## src/logic/dac_pkg.sv

```systemverilog
// constants, types and register layout for the audio DAC front end
// assumes a single 50 MHz system clock; all pin inputs are asynchronous
package dac_pkg;

  // ****************************************
  // clock and timing
  // ****************************************
  localparam int          CLK_HZ         = 50_000_000;   // system clock rate
  localparam int          HRST_MIN_NS    = 20;           // least low time on the reset pin
  localparam int          HRST_MIN_CYC   = (HRST_MIN_NS * (CLK_HZ / 1_000_000) + 999) / 1000;
  localparam logic [10:0] INIT_CYCLES    = 11'h400;      // initialisation length, 1024 clocks
  localparam logic [11:0] DRIFT_BCK      = 12'h006;      // allowed frame drift in bit clocks
  localparam logic [11:0] CNT_MAX        = 12'hfff;      // saturation of the frame counter; the bit clock counter stops at 8'hff

  // ****************************************
  // ratio detection thresholds (clocks per frame)
  // ****************************************
  localparam logic [11:0] RLIM_LOW       = 12'h070;      // below: no supported ratio
  localparam logic [11:0] RLIM_128       = 12'h0a0;
  localparam logic [11:0] RLIM_192       = 12'h0e0;
  localparam logic [11:0] RLIM_256       = 12'h140;
  localparam logic [11:0] RLIM_384       = 12'h1c0;
  localparam logic [11:0] RLIM_512       = 12'h280;
  localparam logic [11:0] RLIM_768       = 12'h340;      // above: no supported ratio

  typedef enum logic [2:0] {
    RATIO_NONE, RATIO_128, RATIO_192, RATIO_256, RATIO_384, RATIO_512, RATIO_768
  } dac_ratio_e;

  // ****************************************
  // mode registers
  // ****************************************
  localparam logic [6:0]  REG_FIRST      = 7'h10;        // index of the first mode register
  localparam int          REG_COUNT      = 6;            // indices 16 to 21
  localparam logic [6:0]  REG_FMT        = 7'h12;        // format register
  localparam logic [6:0]  REG_STEREO     = 7'h13;        // stereo bypass register
  localparam logic [6:0]  REG_MODE       = 7'h14;        // bypass and one-bit mode register
  localparam int          FMT_LSB        = 0;            // format_select [2:0]
  localparam int          STEREO_BIT     = 5;            // stereo_bypass_select
  localparam int          BYPASS_BIT     = 2;            // filter_bypass
  localparam int          ONEBIT_BIT     = 5;            // onebit_mode_enable
  localparam logic [47:0] MREG_RESET     = 48'h00_00_00_04_ff_ff; // regs 21..16

  localparam logic [2:0]  FMT_RJ16       = 3'h0;
  localparam logic [2:0]  FMT_RJ20       = 3'h1;
  localparam logic [2:0]  FMT_RJ24       = 3'h2;
  localparam logic [2:0]  FMT_LJ24       = 3'h3;
  localparam logic [2:0]  FMT_I2S24      = 3'h4;
  localparam logic [5:0]  LJ_BITS        = 6'h18;        // left-justified capture point
  localparam logic [5:0]  I2S_BITS       = 6'h19;        // one bit later for the delayed format

  // ****************************************
  // bus word indices and status layout
  // ****************************************
  localparam logic [5:0]  IDX_STATUS     = 6'h30;
  localparam logic [5:0]  IDX_LEFT       = 6'h31;
  localparam logic [5:0]  IDX_RIGHT      = 6'h32;
  localparam logic [4:0]  CTRL_READ_AT   = 5'h08;        // read data follows this clock
  localparam logic [4:0]  CTRL_BITS      = 5'h10;        // length of a control word

  typedef enum logic [1:0] {CP_IDLE, CP_SHIFT, CP_DONE} dac_ctrl_e;

  typedef struct packed {
    logic lr_word_clock;
    logic pcm_bit_clock;
    logic pcm_serial_in;
    logic onebit_left_in;
    logic onebit_right_in;
    logic onebit_bit_clock;
  } dac_audio_pins_s;

  typedef struct packed {
    logic [23:0] left;
    logic [23:0] right;
  } dac_sample_s;

endpackage : dac_pkg

```

## src/logic/dac_front.sv

```systemverilog
// audio DAC digital front end: clock ratio detect, init, audio port, control port
// assumes all pin inputs are asynchronous and sampled by CLOCK through two flops
`timescale 1ns/1ns
`default_nettype none

// Behaviour
// detect clock ratio 128 to 768 automatically
// host: 128x modulator needs over 256x clock
// host: only listed ratios, not 512/768 at 192k
// run 1024-clock init then default registers
// host: reset pin low at least 20 ns
// reset pin rise restarts 1024-clock init
// shift audio data on bit clock rise
// host: word clock synchronous to system clock
// drift over 6 bit clocks mutes, resynchronises
// format field selects input format, default I2S
// samples are two's complement, msb first
// left-justified: high word clock means left
// I2S: low word clock means left
// filter bypass reuses audio pins, mono data
// stereo bypass takes left and right pins
// one-bit data sampled on its clock rise
// one-bit interface only when mode enabled
// host: grounds audio clocks in one-bit mode
// control port runs on its own clock
// control word: rw, 7-bit index, data byte
// host: select low, sixteen clocks per word
// read data driven after eighth clock
// write latched after sixteenth clock
// host: select high between words
// msb first on rise; aborted words discarded
module dac_front
  import dac_pkg::*;
(
  // clock and reset
  input  wire  logic                     CLOCK,
  input  wire  logic                     RSTN,
  input  wire  logic                     HARD_RESET_N,
  // avalon-mm register slave
  input  wire  logic [7:0]               ADDRESS,
  input  wire  logic                     READ,
  input  wire  logic                     WRITE,
  input  wire  logic [31:0]              WRITEDATA,
  input  wire  logic [3:0]               BYTEENABLE,
  output var   logic [31:0]              READDATA,
  output var   logic                     WAITREQUEST,
  // audio pins
  input  wire  dac_pkg::dac_audio_pins_s AUDIO_PINS,
  // control port pins
  input  wire  logic                     CTRL_BIT_CLOCK,
  input  wire  logic                     CTRL_SELECT_N,
  input  wire  logic                     CTRL_SERIAL_IN,
  output var   logic                     CTRL_SERIAL_OUT,
  output var   logic                     CTRL_SERIAL_OE_N,
  // samples towards the modulators
  output var   dac_pkg::dac_sample_s     SAMPLE,
  output var   logic                     SAMPLE_VALID,
  output var   logic [1:0]               ONEBIT_BITS,
  output var   logic                     ONEBIT_VALID,
  output var   logic                     INIT_BUSY
);
  import dac_pkg::*;

  // ****************************************
  // state
  // ****************************************
  localparam int PIN_LRCK = 0;
  localparam int PIN_BCK  = 1;
  localparam int PIN_DATA = 2;
  localparam int PIN_OBL  = 3;
  localparam int PIN_OBR  = 4;
  localparam int PIN_OBCK = 5;
  localparam int PIN_MC   = 6;
  localparam int PIN_MS   = 7;
  localparam int PIN_MDI  = 8;
  localparam int PIN_HRST = 9;

  typedef struct packed {
    logic [9:0]                    s1;         // first sync stage, read by s2 only
    logic [9:0]                    s2;         // synchronised pin levels
    logic [9:0]                    s3;         // previous levels for edge finding
    logic                          init_busy;  // initialisation running
    logic [10:0]                   init_cnt;   // clocks spent in initialisation
    logic [REG_COUNT-1:0][7:0]     mreg;       // mode registers 16..21
    logic                          wait_q;     // bus waitrequest
    logic [31:0]                   rdata;      // bus read data
    logic [11:0]                   frame_cnt;  // clocks since word clock rise
    logic [11:0]                   frame_len;  // last measured frame length
    logic [7:0]                    bck_cnt;    // clocks since bit clock rise
    logic [7:0]                    bck_len;    // last bit clock period
    dac_ratio_e                    ratio;      // detected clock ratio
    logic                          sync_lost;  // outputs held at bipolar zero
    logic [31:0]                   sr_l;       // audio data shift register, left in stereo bypass
    logic [31:0]                   sr_r;       // right shift register, stereo bypass
    logic [5:0]                    bitn;       // bits since word boundary
    dac_sample_s                   samp;       // latest sample pair
    logic                          samp_stb;   // new sample pulse
    logic [1:0]                    ob_bits;    // one-bit stream pair
    logic                          ob_stb;     // one-bit sample pulse
    dac_ctrl_e                     cstate;     // control port phase
    logic [15:0]                   csr;        // control word shift register
    logic [4:0]                    ccnt;       // control clocks seen
    logic                          crd;        // word is a read
    logic [7:0]                    rsh;        // read data shift register
    logic                          cout;       // serial out level
    logic                          coe_n;      // serial out enable, low drives
  } dac_state_s;

  localparam dac_state_s Q_RESET = '{
    init_busy: 1'b1, mreg: MREG_RESET, wait_q: 1'b1, ratio: RATIO_NONE,
    cstate: CP_IDLE, coe_n: 1'b1, default: '0};

  dac_state_s q;       // registered state
  dac_state_s d;       // next state

  // ****************************************
  // decode helpers
  // ****************************************
  // sign extend a right-justified word of the selected length
  function automatic logic [23:0] rj_word(input logic [31:0] sr, input logic [2:0] fmt);
    case (fmt)
      FMT_RJ16: rj_word = {{8{sr[15]}}, sr[15:0]};
      FMT_RJ20: rj_word = {{4{sr[19]}}, sr[19:0]};
      default:  rj_word = sr[23:0];
    endcase
  endfunction : rj_word

  // mode register by 7-bit index, zero outside the map
  function automatic logic [7:0] mode_reg(input logic [REG_COUNT-1:0][7:0] m,
                                          input logic [6:0] idx);
    logic [6:0] off;
    off = idx - REG_FIRST;
    if (idx >= REG_FIRST && off < 7'(REG_COUNT))
      mode_reg = m[off[2:0]];
    else
      mode_reg = 8'h00;
  endfunction : mode_reg

  // nearest supported ratio from clocks per frame
  function automatic dac_ratio_e classify(input logic [11:0] len);
    if (len < RLIM_LOW || len > RLIM_768) classify = RATIO_NONE;
    else if (len < RLIM_128)              classify = RATIO_128;
    else if (len < RLIM_192)              classify = RATIO_192;
    else if (len < RLIM_256)              classify = RATIO_256;
    else if (len < RLIM_384)              classify = RATIO_384;
    else if (len < RLIM_512)              classify = RATIO_512;
    else                                  classify = RATIO_768;
  endfunction : classify

  logic [9:0]  rise;         // synchronised rising edges
  logic [9:0]  fall;         // synchronised falling edges
  logic [2:0]  fmt;          // active input format
  logic        bypass;       // external filter mode
  logic        stereo;       // stereo external filter data
  logic        onebit_en;    // one-bit stream mode
  logic [11:0] period;       // frame just measured
  logic [11:0] drift;        // distance from previous frame
  logic        drift_big;    // drift beyond tolerance
  logic        pcm_on;       // audio shifter runs
  logic        bus_commit;   // bus write lands this edge
  logic        ctrl_commit;  // control port write lands this edge
  logic [6:0]  bus_idx;      // bus word index widened to a register index

  assign rise      = q.s2 & ~q.s3;
  assign fall      = ~q.s2 & q.s3;
  assign fmt       = q.mreg[REG_FMT - REG_FIRST][FMT_LSB +: 3];
  assign bypass    = q.mreg[REG_MODE - REG_FIRST][BYPASS_BIT];
  assign stereo    = q.mreg[REG_STEREO - REG_FIRST][STEREO_BIT];
  assign onebit_en = q.mreg[REG_MODE - REG_FIRST][ONEBIT_BIT];
  assign period    = (q.frame_cnt == CNT_MAX) ? CNT_MAX : q.frame_cnt + 12'h001;
  assign drift     = (period > q.frame_len) ? period - q.frame_len : q.frame_len - period;
  assign drift_big = drift > 12'(DRIFT_BCK * {4'h0, q.bck_len});
  assign pcm_on    = !q.init_busy && !onebit_en;
  assign bus_idx   = {1'b0, ADDRESS[7:2]};
  assign bus_commit = WRITE && !q.wait_q && BYTEENABLE[0] && !q.init_busy;
  // the sixteenth rise completes the word; aborted words never reach here
  assign ctrl_commit = !q.init_busy && !q.s2[PIN_MS] && q.cstate == CP_SHIFT
                       && rise[PIN_MC] && q.ccnt == CTRL_BITS - 5'h01
                       && !q.csr[14];

  // ****************************************
  // next-state logic
  // ****************************************
  // one pass computes every field; later assignments override earlier ones
  always_comb
  begin
    d          = q;
    d.samp_stb = 1'b0;
    d.ob_stb   = 1'b0;
    // two-stage synchronisers on every pin, the control port included
    d.s1 = {HARD_RESET_N, CTRL_SERIAL_IN, CTRL_SELECT_N, CTRL_BIT_CLOCK,
            AUDIO_PINS.onebit_bit_clock, AUDIO_PINS.onebit_right_in,
            AUDIO_PINS.onebit_left_in, AUDIO_PINS.pcm_serial_in,
            AUDIO_PINS.pcm_bit_clock, AUDIO_PINS.lr_word_clock};
    d.s2 = q.s1;
    d.s3 = q.s2;

    // initialisation: held while the pin is low, restarted on its release
    if (!q.s2[PIN_HRST])
    begin
      d.init_busy = 1'b1;
      d.init_cnt  = '0;
    end
    else if (q.init_busy)
    begin
      if (q.init_cnt == INIT_CYCLES - 11'h001)
        d.init_busy = 1'b0;
      else
        d.init_cnt = q.init_cnt + 11'h001;
    end

    // bus slave: one wait cycle, then the answer
    d.wait_q = 1'b1;
    if ((READ || WRITE) && q.wait_q)
    begin
      d.wait_q = 1'b0;
      case (ADDRESS[7:2])
        IDX_STATUS: d.rdata = {4'h0, q.frame_len, 10'h000, q.init_busy,
                               q.sync_lost, 1'b0, q.ratio};
        IDX_LEFT:   d.rdata = {{8{q.samp.left[23]}}, q.samp.left};
        IDX_RIGHT:  d.rdata = {{8{q.samp.right[23]}}, q.samp.right};
        default:    d.rdata = {24'h000000, mode_reg(q.mreg, bus_idx)};
      endcase
    end
    if (bus_commit && mode_reg(q.mreg, bus_idx) == mode_reg(q.mreg, bus_idx)
        && bus_idx >= REG_FIRST && bus_idx < REG_FIRST + 7'(REG_COUNT))
      d.mreg[3'(bus_idx - REG_FIRST)] = WRITEDATA[7:0];

    // clock ratio and drift, measured on the word clock
    d.frame_cnt = (q.frame_cnt == CNT_MAX) ? CNT_MAX : q.frame_cnt + 12'h001;
    d.bck_cnt   = (q.bck_cnt == 8'hff) ? 8'hff : q.bck_cnt + 8'h01;
    if (rise[PIN_BCK])
    begin
      d.bck_len = q.bck_cnt + 8'h01;
      d.bck_cnt = '0;
    end
    if (rise[PIN_LRCK])
    begin
      d.frame_cnt = '0;
      d.frame_len = period;
      d.ratio     = classify(period);
    end

    // audio port: shift, capture on word boundaries or bit counts
    if (pcm_on)
    begin
      if (rise[PIN_LRCK] || fall[PIN_LRCK])
      begin
        d.bitn = '0;
        if (bypass)
        begin
          d.samp.left  = q.sr_l[23:0];
          d.samp.right = stereo ? q.sr_r[23:0] : q.sr_l[23:0];
          d.samp_stb   = 1'b1;
        end
        else if (fmt == FMT_RJ16 || fmt == FMT_RJ20 || fmt == FMT_RJ24)
        begin
          // word clock was high for the word just ended: left
          if (q.s3[PIN_LRCK])
            d.samp.left = rj_word(q.sr_l, fmt);
          else
            d.samp.right = rj_word(q.sr_l, fmt);
          d.samp_stb = 1'b1;
        end
      end
      if (rise[PIN_BCK])
      begin
        // msb arrives first, so older bits climb towards the top
        d.sr_l = {q.sr_l[30:0], (bypass && stereo) ? q.s2[PIN_OBL] : q.s2[PIN_DATA]};
        d.sr_r = {q.sr_r[30:0], q.s2[PIN_OBR]};
        d.bitn = (d.bitn == 6'h3f) ? d.bitn : d.bitn + 6'h01;
        if (!bypass && ((fmt == FMT_LJ24 && d.bitn == LJ_BITS) ||
                        (fmt >= FMT_I2S24 && d.bitn == I2S_BITS)))
        begin
          if (q.s2[PIN_LRCK] == (fmt == FMT_LJ24))
            d.samp.left = d.sr_l[23:0];
          else
            d.samp.right = d.sr_l[23:0];
          d.samp_stb = 1'b1;
        end
      end
      // a frame that moved too far restarts the shifter at once
      if (rise[PIN_LRCK])
      begin
        if (drift_big)
        begin
          d.sync_lost = 1'b1;
          d.bitn      = '0;
          d.sr_l      = '0;
          d.sr_r      = '0;
        end
        else
          d.sync_lost = 1'b0;
      end
    end
    else
      d.sync_lost = 1'b0;

    // one-bit stream: only while its mode is on
    if (onebit_en && !q.init_busy && rise[PIN_OBCK])
    begin
      d.ob_bits = {q.s2[PIN_OBL], q.s2[PIN_OBR]};
      d.ob_stb  = 1'b1;
    end

    // control port: select high ends any word, finished or not
    if (q.s2[PIN_MS] || q.init_busy)
    begin
      d.cstate = CP_IDLE;
      d.ccnt   = '0;
      d.coe_n  = 1'b1;
    end
    else if (q.cstate != CP_DONE)
    begin
      d.cstate = CP_SHIFT;
      if (rise[PIN_MC])
      begin
        d.csr  = {q.csr[14:0], q.s2[PIN_MDI]};
        d.ccnt = q.ccnt + 5'h01;
        if (d.ccnt == CTRL_READ_AT)
        begin
          d.crd = d.csr[7];
          d.rsh = mode_reg(q.mreg, d.csr[6:0]);
        end
        if (d.ccnt == CTRL_BITS)
          d.cstate = CP_DONE;
      end
      if (fall[PIN_MC] && q.crd && q.ccnt >= CTRL_READ_AT)
      begin
        d.cout  = q.rsh[7];
        d.rsh   = {q.rsh[6:0], 1'b0};
        d.coe_n = 1'b0;
      end
    end
    // only indices inside the map may land; others would index past the array
    if (ctrl_commit && q.csr[13:7] >= REG_FIRST
        && q.csr[13:7] < REG_FIRST + 7'(REG_COUNT))
      // last data bit is still on the pin at the sixteenth rise
      d.mreg[3'(q.csr[13:7] - REG_FIRST)] = {q.csr[6:0], q.s2[PIN_MDI]};
    // control port applied after the bus, so it wins a same-cycle clash

    // defaults during initialisation; bipolar zero while unsynchronised
    if (q.init_busy)
      d.mreg = MREG_RESET;
    if (d.sync_lost || d.init_busy)
    begin
      d.samp     = '0;
      d.samp_stb = 1'b0;
    end
  end

  // ****************************************
  // state register
  // ****************************************
  always_ff @(posedge CLOCK or negedge RSTN)
  begin
    if (!RSTN)
      q <= Q_RESET;
    else
      q <= d;
  end

  assign READDATA         = q.rdata;
  assign WAITREQUEST      = q.wait_q;
  assign CTRL_SERIAL_OUT  = q.cout;
  assign CTRL_SERIAL_OE_N = q.coe_n;
  assign SAMPLE           = q.samp;
  assign SAMPLE_VALID     = q.samp_stb;
  assign ONEBIT_BITS      = q.ob_bits;
  assign ONEBIT_VALID     = q.ob_stb;
  assign INIT_BUSY        = q.init_busy;
endmodule : dac_front
`default_nettype wire

```

## config.mk

```make
export PLATFORM = sky130hd
export DESIGN_NAME = dac_front
export DESIGN_NICKNAME = d
export VERILOG_FILES = /design/src/logic/dac_pkg.sv /design/src/logic/dac_front.sv
export SDC_FILE = /design/constraint.sdc
export NUM_CORES = 1
export LEC_CHECK = 0
export BUFFER_PORTS_ARGS = -buffer_cell sky130_fd_sc_hd__buf_2
export CAP_MARGIN = 20
export CORE_MARGIN = 2
export CORE_UTILIZATION = 45
export CTS_CLUSTER_SIZE = 12
export DETAILED_ROUTE_END_ITERATION = 10
export PLACE_DENSITY = 0.64
export SYNTH_ARGS = -nofsm -noshare
export SYNTH_HDL_FRONTEND = slang
export SYNTH_SLANG_ARGS = --single-unit
```

## constraint.sdc

```tcl
create_clock -name CLOCK -period 8.05 [get_ports CLOCK]
set_input_delay 1.2075 -clock CLOCK [delete_from_list [all_inputs] [get_ports CLOCK]]
set_output_delay 1.2075 -clock CLOCK [all_outputs]
set_load 0.01 [all_outputs]
```

### Word-level counts from Yosys, hierarchy flattened

Cells that the tools add are included.
W data, S select, Z words.

| operators by class | value |
|---|---|
| equality and inequality tests | 20 |
| $lt $le $gt $ge | 23 |
| multiply operators | 1 |
| reduce and logical (&&, ||, !) cells | 54 |
| add/subtract/negate cells | 10 |
| shifts and indexed selects | 0 |
| div/mod/pow operators | 0 |
| multiplexer cells | 61 |
| bitwise logic cells | 5 |

Operator list:

| operator | number |
|---|---|
| $mux W49 | 5 |
| $mux W24 | 6 |
| $mux W48 | 3 |
| $mux W119 | 1 |
| $mux W55 | 2 |
| $bwmux W48 | 2 |
| $pmux W32 S3 | 1 |
| $mux W71 | 1 |
| $mux W70 | 1 |
| $mux W8 | 7 |
| $bmux W8 S3 | 2 |
| $demux W8 S3 | 2 |
| $mux W12 | 4 |
| $pmux W24 S2 | 1 |
| $mux W34 | 1 |
| $mux W33 | 1 |
| $mux W32 | 1 |
| $logic_and A1 B1 Y1 | 26 |
| $eq A6 B6 Y1 const B | 4 |
| $lt A12 B8 Y1 const B | 2 |
| $lt A12 B9 Y1 const B | 2 |
| $sub A12 B12 Y12 | 2 |
| $mux W16 | 1 |
| $and A7 B7 Y7 | 2 |
| other kinds (51) | 94 |

| word-level totals | value |
|---|---|
| RAM bits | 0 |
| register bits after elaboration | 320 |
| logic and storage cells | 208 |
| bits in read-only memories | 0 |
| output and inout port bits | 88 |
| latch bits | 0 |
| memories | 0 |

### Logic depth before layout (Yosys ltp)

| logic depth | value |
|---|---|
| word-level depth | 20 |
| mapped depth | 28 |

### Worst setup path before layout

No wires, ideal clock.

| timing path | value |
|---|---|
| path kind | register to register |
| from | reg q[189] in the netlist's numbering |
| to | reg q, in the netlist SAMPLE[38] |
| setup time | 0.092 ns |
| period minus slack after synthesis | 6.010 ns |
| buffers on the path | 3 |
| arrival | 5.917 ns |
| stages on the path, launching flop included | 26 |
| slack | 2.040 ns |
| required time | 7.958 ns |
| cells stage by stage | dfrtp_1 ha_1 and4_1 and2_1 clkbuf_1 nand3_1 and2_1 ha_1 fa_1 nand3b_1 a21oi_1 o21bai_1 a31oi_4 mux2_2 a221oi_1 mux2i_1 a211oi_1 ha_1 nand3_1 o32a_1 o41a_1 a211oi_4 o21ai_2 buf_6 buf_6 o31ai_2 |

| between the ends | value |
|---|---|
| word-level cells in the longest chain between the ends | 10 |
| elaborated cells on any way between the ends | 14 |
| classes of those cells | 3 x add/sub; 2 x order compare; 1 x eq/ne; 6 x mux; 2 x reduce/logical |

Ends and longest elaborated chain:

| what | RTL line | RTL |
|---|---|---|
| from (decl) | dac_front.sv:113 | `dac_state_s q;` |
| from (signal assigned) | dac_front.sv:358 | `q <= Q_RESET;` |
| from (signal assigned) | dac_front.sv:360 | `q <= d;` |
| $add A12 B1 Y12 or $eq A12 B12 Y1 (tied branches) | dac_front.sv:170 | `assign period = (q.frame_cnt == CNT_MAX) ? CNT_MAX : q.frame_cnt + 12'h001;` |
| $mux W12 (*) | dac_front.sv:170 |  |
| $sub A12 B12 Y12 or $gt A12 B12 Y1 (tied branches) | dac_front.sv:171 | `assign drift = (period > q.frame_len) ? period - q.frame_len : q.frame_len - period;` |
| $mux W12 (*) | dac_front.sv:171 |  |
| $gt A12 B11 Y1 (*) | dac_front.sv:172 | `assign drift_big = drift > 12'(DRIFT_BCK * {4'h0, q.bck_len});` |
| $mux W1 (*) | dac_front.sv:285 | `if (drift_big)` |
| $mux W71 (*) | dac_front.sv:283 | `if (rise[PIN_LRCK])` |
| $mux W1 (*) | dac_front.sv:245 | `if (pcm_on)` |
| $logic_or A1 B1 Y1 (*) | dac_front.sv:345 | `if (d.sync_lost \|\| d.init_busy)` |
| $mux W49 or $reduce_bool A2 Y1 (tied branches) | n/a |  |

Every way passes the cells marked *; elsewhere a longest branch is shown, timed or not.
A chain may end at the register's enable or synchronous reset.

### Final worst setup path

| timing path | value |
|---|---|
| from | reg q[189] in the netlist's numbering |
| to | reg q[109] in the netlist's numbering |

| between the ends | value |
|---|---|
| word-level cells in the longest chain between the ends | 7 |
| elaborated cells on any way between the ends | 10 |
| classes of those cells | 3 x add/sub; 2 x order compare; 1 x eq/ne; 4 x mux |

Ends and longest elaborated chain:

| what | RTL line |
|---|---|
| $add A12 B1 Y12 or $eq A12 B12 Y1 (tied branches) | dac_front.sv:170 |
| $mux W12 (*) | dac_front.sv:170 |
| $sub A12 B12 Y12 or $gt A12 B12 Y1 (tied branches) | dac_front.sv:171 |
| $mux W12 (*) | dac_front.sv:171 |
| $gt A12 B11 Y1 (*) | dac_front.sv:172 |
| $mux W70 (*) | dac_front.sv:285 |
| $mux W71 (*) | dac_front.sv:283 |

Marked as above.

==> metrics <==
status finished clean; die extent in x 203.5 um; max-cap viol count 0; routed wire length 48.54 mm; Commonest cells post-synth 277 x dfrtp_1, 164 x nor2_1, 161 x nand2_1, 137 x mux2i_1, 107 x a21oi_1; achievable clock frequency 0.1366 GHz; Post-synth ARST share 1.000; WS Path Type flip-flop to flip-flop; count leader, synth dfrtp_1; Hold EP d[300]; post-synth top area share 0.3869; layout cells sized above 1 0.1743; # setup viols final 0; Synth Register Bits 297; vias post-DR 14050; main flop type after synthesis dfrtp_1; worst slack, placed 0.7807 ns; vias per inst 5.877; crit end category flip-flop; Starting Density 0.4530; Final nets 1957; Core Footprint 0.03955 mm^2; Fin Setup TNS 0 ns; post-layout min period 7.323 ns; die area 0.04142 mm^2; final hold vios 0; critical path peak fanout 47; min-delay src d[310]; hold slack 0.3486 ns; Worst Path Required 8.52 ns; Mean Syn Cell Area 9.648 um^2; antenna fix cells 0; initial antenna violation count 0; vias in the first global route 13580; hold_buf cts 0; number of synthesis warnings 0; # IOs 146; synth top area cells dfrtp_1 39%, mux2i_1 7.7%, ha_1 3.8%, buf_4 3.5%, nor2_1 3.4%; CP max-delay cell a31oi_4; RR Startpoint q[189]; final worst slack 0.7275 ns; CTS buffer count 36; Worst-Margin Slew 1.163 ns; HP Class flip-flop to flip-flop; slowest stage delay, CP 0.60 ns; drc violations 0; routability cong. 0.8618; Finished Layout Cells 2390; Cell Chain, Critical Path ha_1 -> and4_1 -> and2_1 -> nand3_1 -> and2_1 -> ha_1 -> fa_1 -> nand3b_1 -> a21oi_1 -> o21bai_1 -> a31oi_4 -> mux2_2 -> a221oi_1 -> mux2i_1 -> a211oi_1 -> ha_1 -> nand3_1 -> o32a_1 -> o41a_1 -> a211oi_4 -> o211a_1 -> buf_4 -> a22o_1; syn nets 1973; Post-synth EDFFs 0; Die Ht 203.5 um; final period utilization 0.9096; CTS tree yes; Placed Cells incl. Taps 2326; post-cts sizing count 0; first-pass GRT wire length 77.04 mm; Pre-antenna DRT Iters 6; VDD IR max 138.9 uV; Data arrival, critical path 7.79 ns; clk_lat worst skew 0.54 ns; clock buffer depth 3; site row count 73; Yosys cell types 81; unrepaired setup endpoints after global routing no; GRT Util Overall 0.2350; hold path cells 0; Placed Area 0.01832 mm^2; cell repeated most along the worst path ha_1; R2R setup slack 0.73 ns; power consumption 3.855 mW; clock sink count 297; P per Cell Area 197.5 mW/mm^2; H-tree Lvls 2; dominant cell type by area after synthesis dfrtp_1; Area Growth Syn to Fin 8.981%; Root Buffer clkbuf_16; WL/cell 20.31 um; final instance area 0.01953 mm^2; DRT antenna net count 0; grt ovf 0; Reg2Reg Depth 23; Pleak 8.850 nW; reg2reg end q[109]; Slew Limit Fails 0; PortBufs 116; post-CTS setup buffer count 0; mapped cell area 0.01792 mm^2; post-synthesis sequential area ratio 0.4162; largest net degree at the start of global routing 114; slew margin rel. 0.2217; 1st-iter DRT viols 1178; clock-pin slew on the worst setup and hold paths 0.06 ns; HPWL Detailed 31.71 mm; Startpoint Class flip-flop; Synth Instances 1857; Clock Skews 0.01722 ns; Finished Core Util 0.4937
## flip-flops by register name, indices dropped and copies added (netlist names)
register	flops
WAITREQUEST	1
d	20
SAMPLE	48
CTRL_SERIAL_OUT	1
q	187
CTRL_SERIAL_OE_N	1
SAMPLE_VALID	1
bypass	1
fmt	3
READDATA	29
ONEBIT_VALID	1
ONEBIT_BITS	2
INIT_BUSY	1
onebit_en	1
## worst max-delay path by stage
stage               startpoint          to  slack (ns)  cells past startpoint
floorplan               q[189]  SAMPLE[38]        2.04                     25
global placement        q[188]      q[107]        0.92                     23
detailed placement      q[189]      q[109]        0.78                     23
CTS                     q[189]      q[125]        0.71                     23
global route            q[189]      q[130]        0.11                     23
finish                  q[189]      q[109]        0.73                     23
## cell usage in the layout (no fill, tap or decap), types with 7 or more instances in the layout
| master | netlist | final |
|---|---|---|
| a211oi_1 | 22 | 22 |
| a21boi_0 | 7 | 7 |
| a21oi_1 | 107 | 106 |
| a222oi_1 | 12 | 12 |
| a22o_1 | 48 | 48 |
| a22oi_1 | 49 | 49 |
| a31oi_1 | 8 | 8 |
| and2_1 | 17 | 17 |
| and3_1 | 9 | 9 |
| buf_2 | 7 | 115 |
| buf_4 | 83 | 29 |
| clkbuf_1 | 98 | 8 |
| clkbuf_16 | 0 | 37 |
| clkbuf_8 | 0 | 8 |
| dfrtp_1 | 277 | 277 |
| dfstp_2 | 20 | 20 |
| ha_1 | 55 | 55 |
| inv_1 | 65 | 65 |
| mux2_2 | 52 | 52 |
| mux2i_1 | 137 | 137 |
| mux4_2 | 13 | 13 |
| nand2_1 | 161 | 161 |
| nand2b_1 | 28 | 28 |
| nand3_1 | 30 | 29 |
| nand4_1 | 11 | 11 |
| nor2_1 | 164 | 161 |
| nor2b_1 | 12 | 12 |
| nor3_1 | 21 | 20 |
| o211ai_1 | 15 | 15 |
| o21a_1 | 8 | 8 |
| o21ai_0 | 98 | 98 |
| o22ai_1 | 24 | 24 |
| o31ai_1 | 42 | 42 |
| o31ai_2 | 10 | 10 |
| xnor2_1 | 26 | 26 |
| xor2_1 | 15 | 15 |
## area by class of cell
class	instances	area [um^2]
clock inverter	9	97.59
multi-input combinational	1293	9141
timing repair buffer	148	862.1
sequential	297	7457
inverter	65	244.0
tap	525	656.9
fill	3624	20020
clock buffer	53	1066
## report_power, final
part,internal (mW),switching (mW),leakage (nW)
clock,0.977,0.638,0.575
combinational,0.271,0.390,4.29
sequential,1.53,0.0449,3.99
## critical path, delay by kind of cell (launching register included)
family	cells	cell delay [ns]
adders and majority gates	4	1.20
buffers and inverters	1	0.44
and+or+nand+nor	6	1.45
DFF	1	0.41
AOI/OAI and AO/OA	10	3.03
muxes	2	0.67
## metal layers
| layer | vias up | wire (um) | GRT usage |
|---|---|---|---|
| met3 | 85 | 3639 | 0.05928 |
| met4 | 0 | 1826 | 0.09880 |
| met2 | 467 | 21670 | 0.3528 |
| met1 | 6896 | 21400 | 0.3234 |
| li1 | 6599 | - | - |
| met5 | - | 0 | 0 |
## cells by family (layout without fill, tap and decap cells)
kind of cell	count (synthesis)	in the layout	synth area share
DFF	297	297	0.4162
and+or+nand+nor	489	489	0.1255
muxes	202	202	0.1256
buffers and inverters	267	275	0.07605
adders and majority gates	58	58	0.04176
AOI/OAI and AO/OA	503	503	0.1948
xor gates and xnor gates	41	41	0.02004
(Power assumes the default switching activity.)
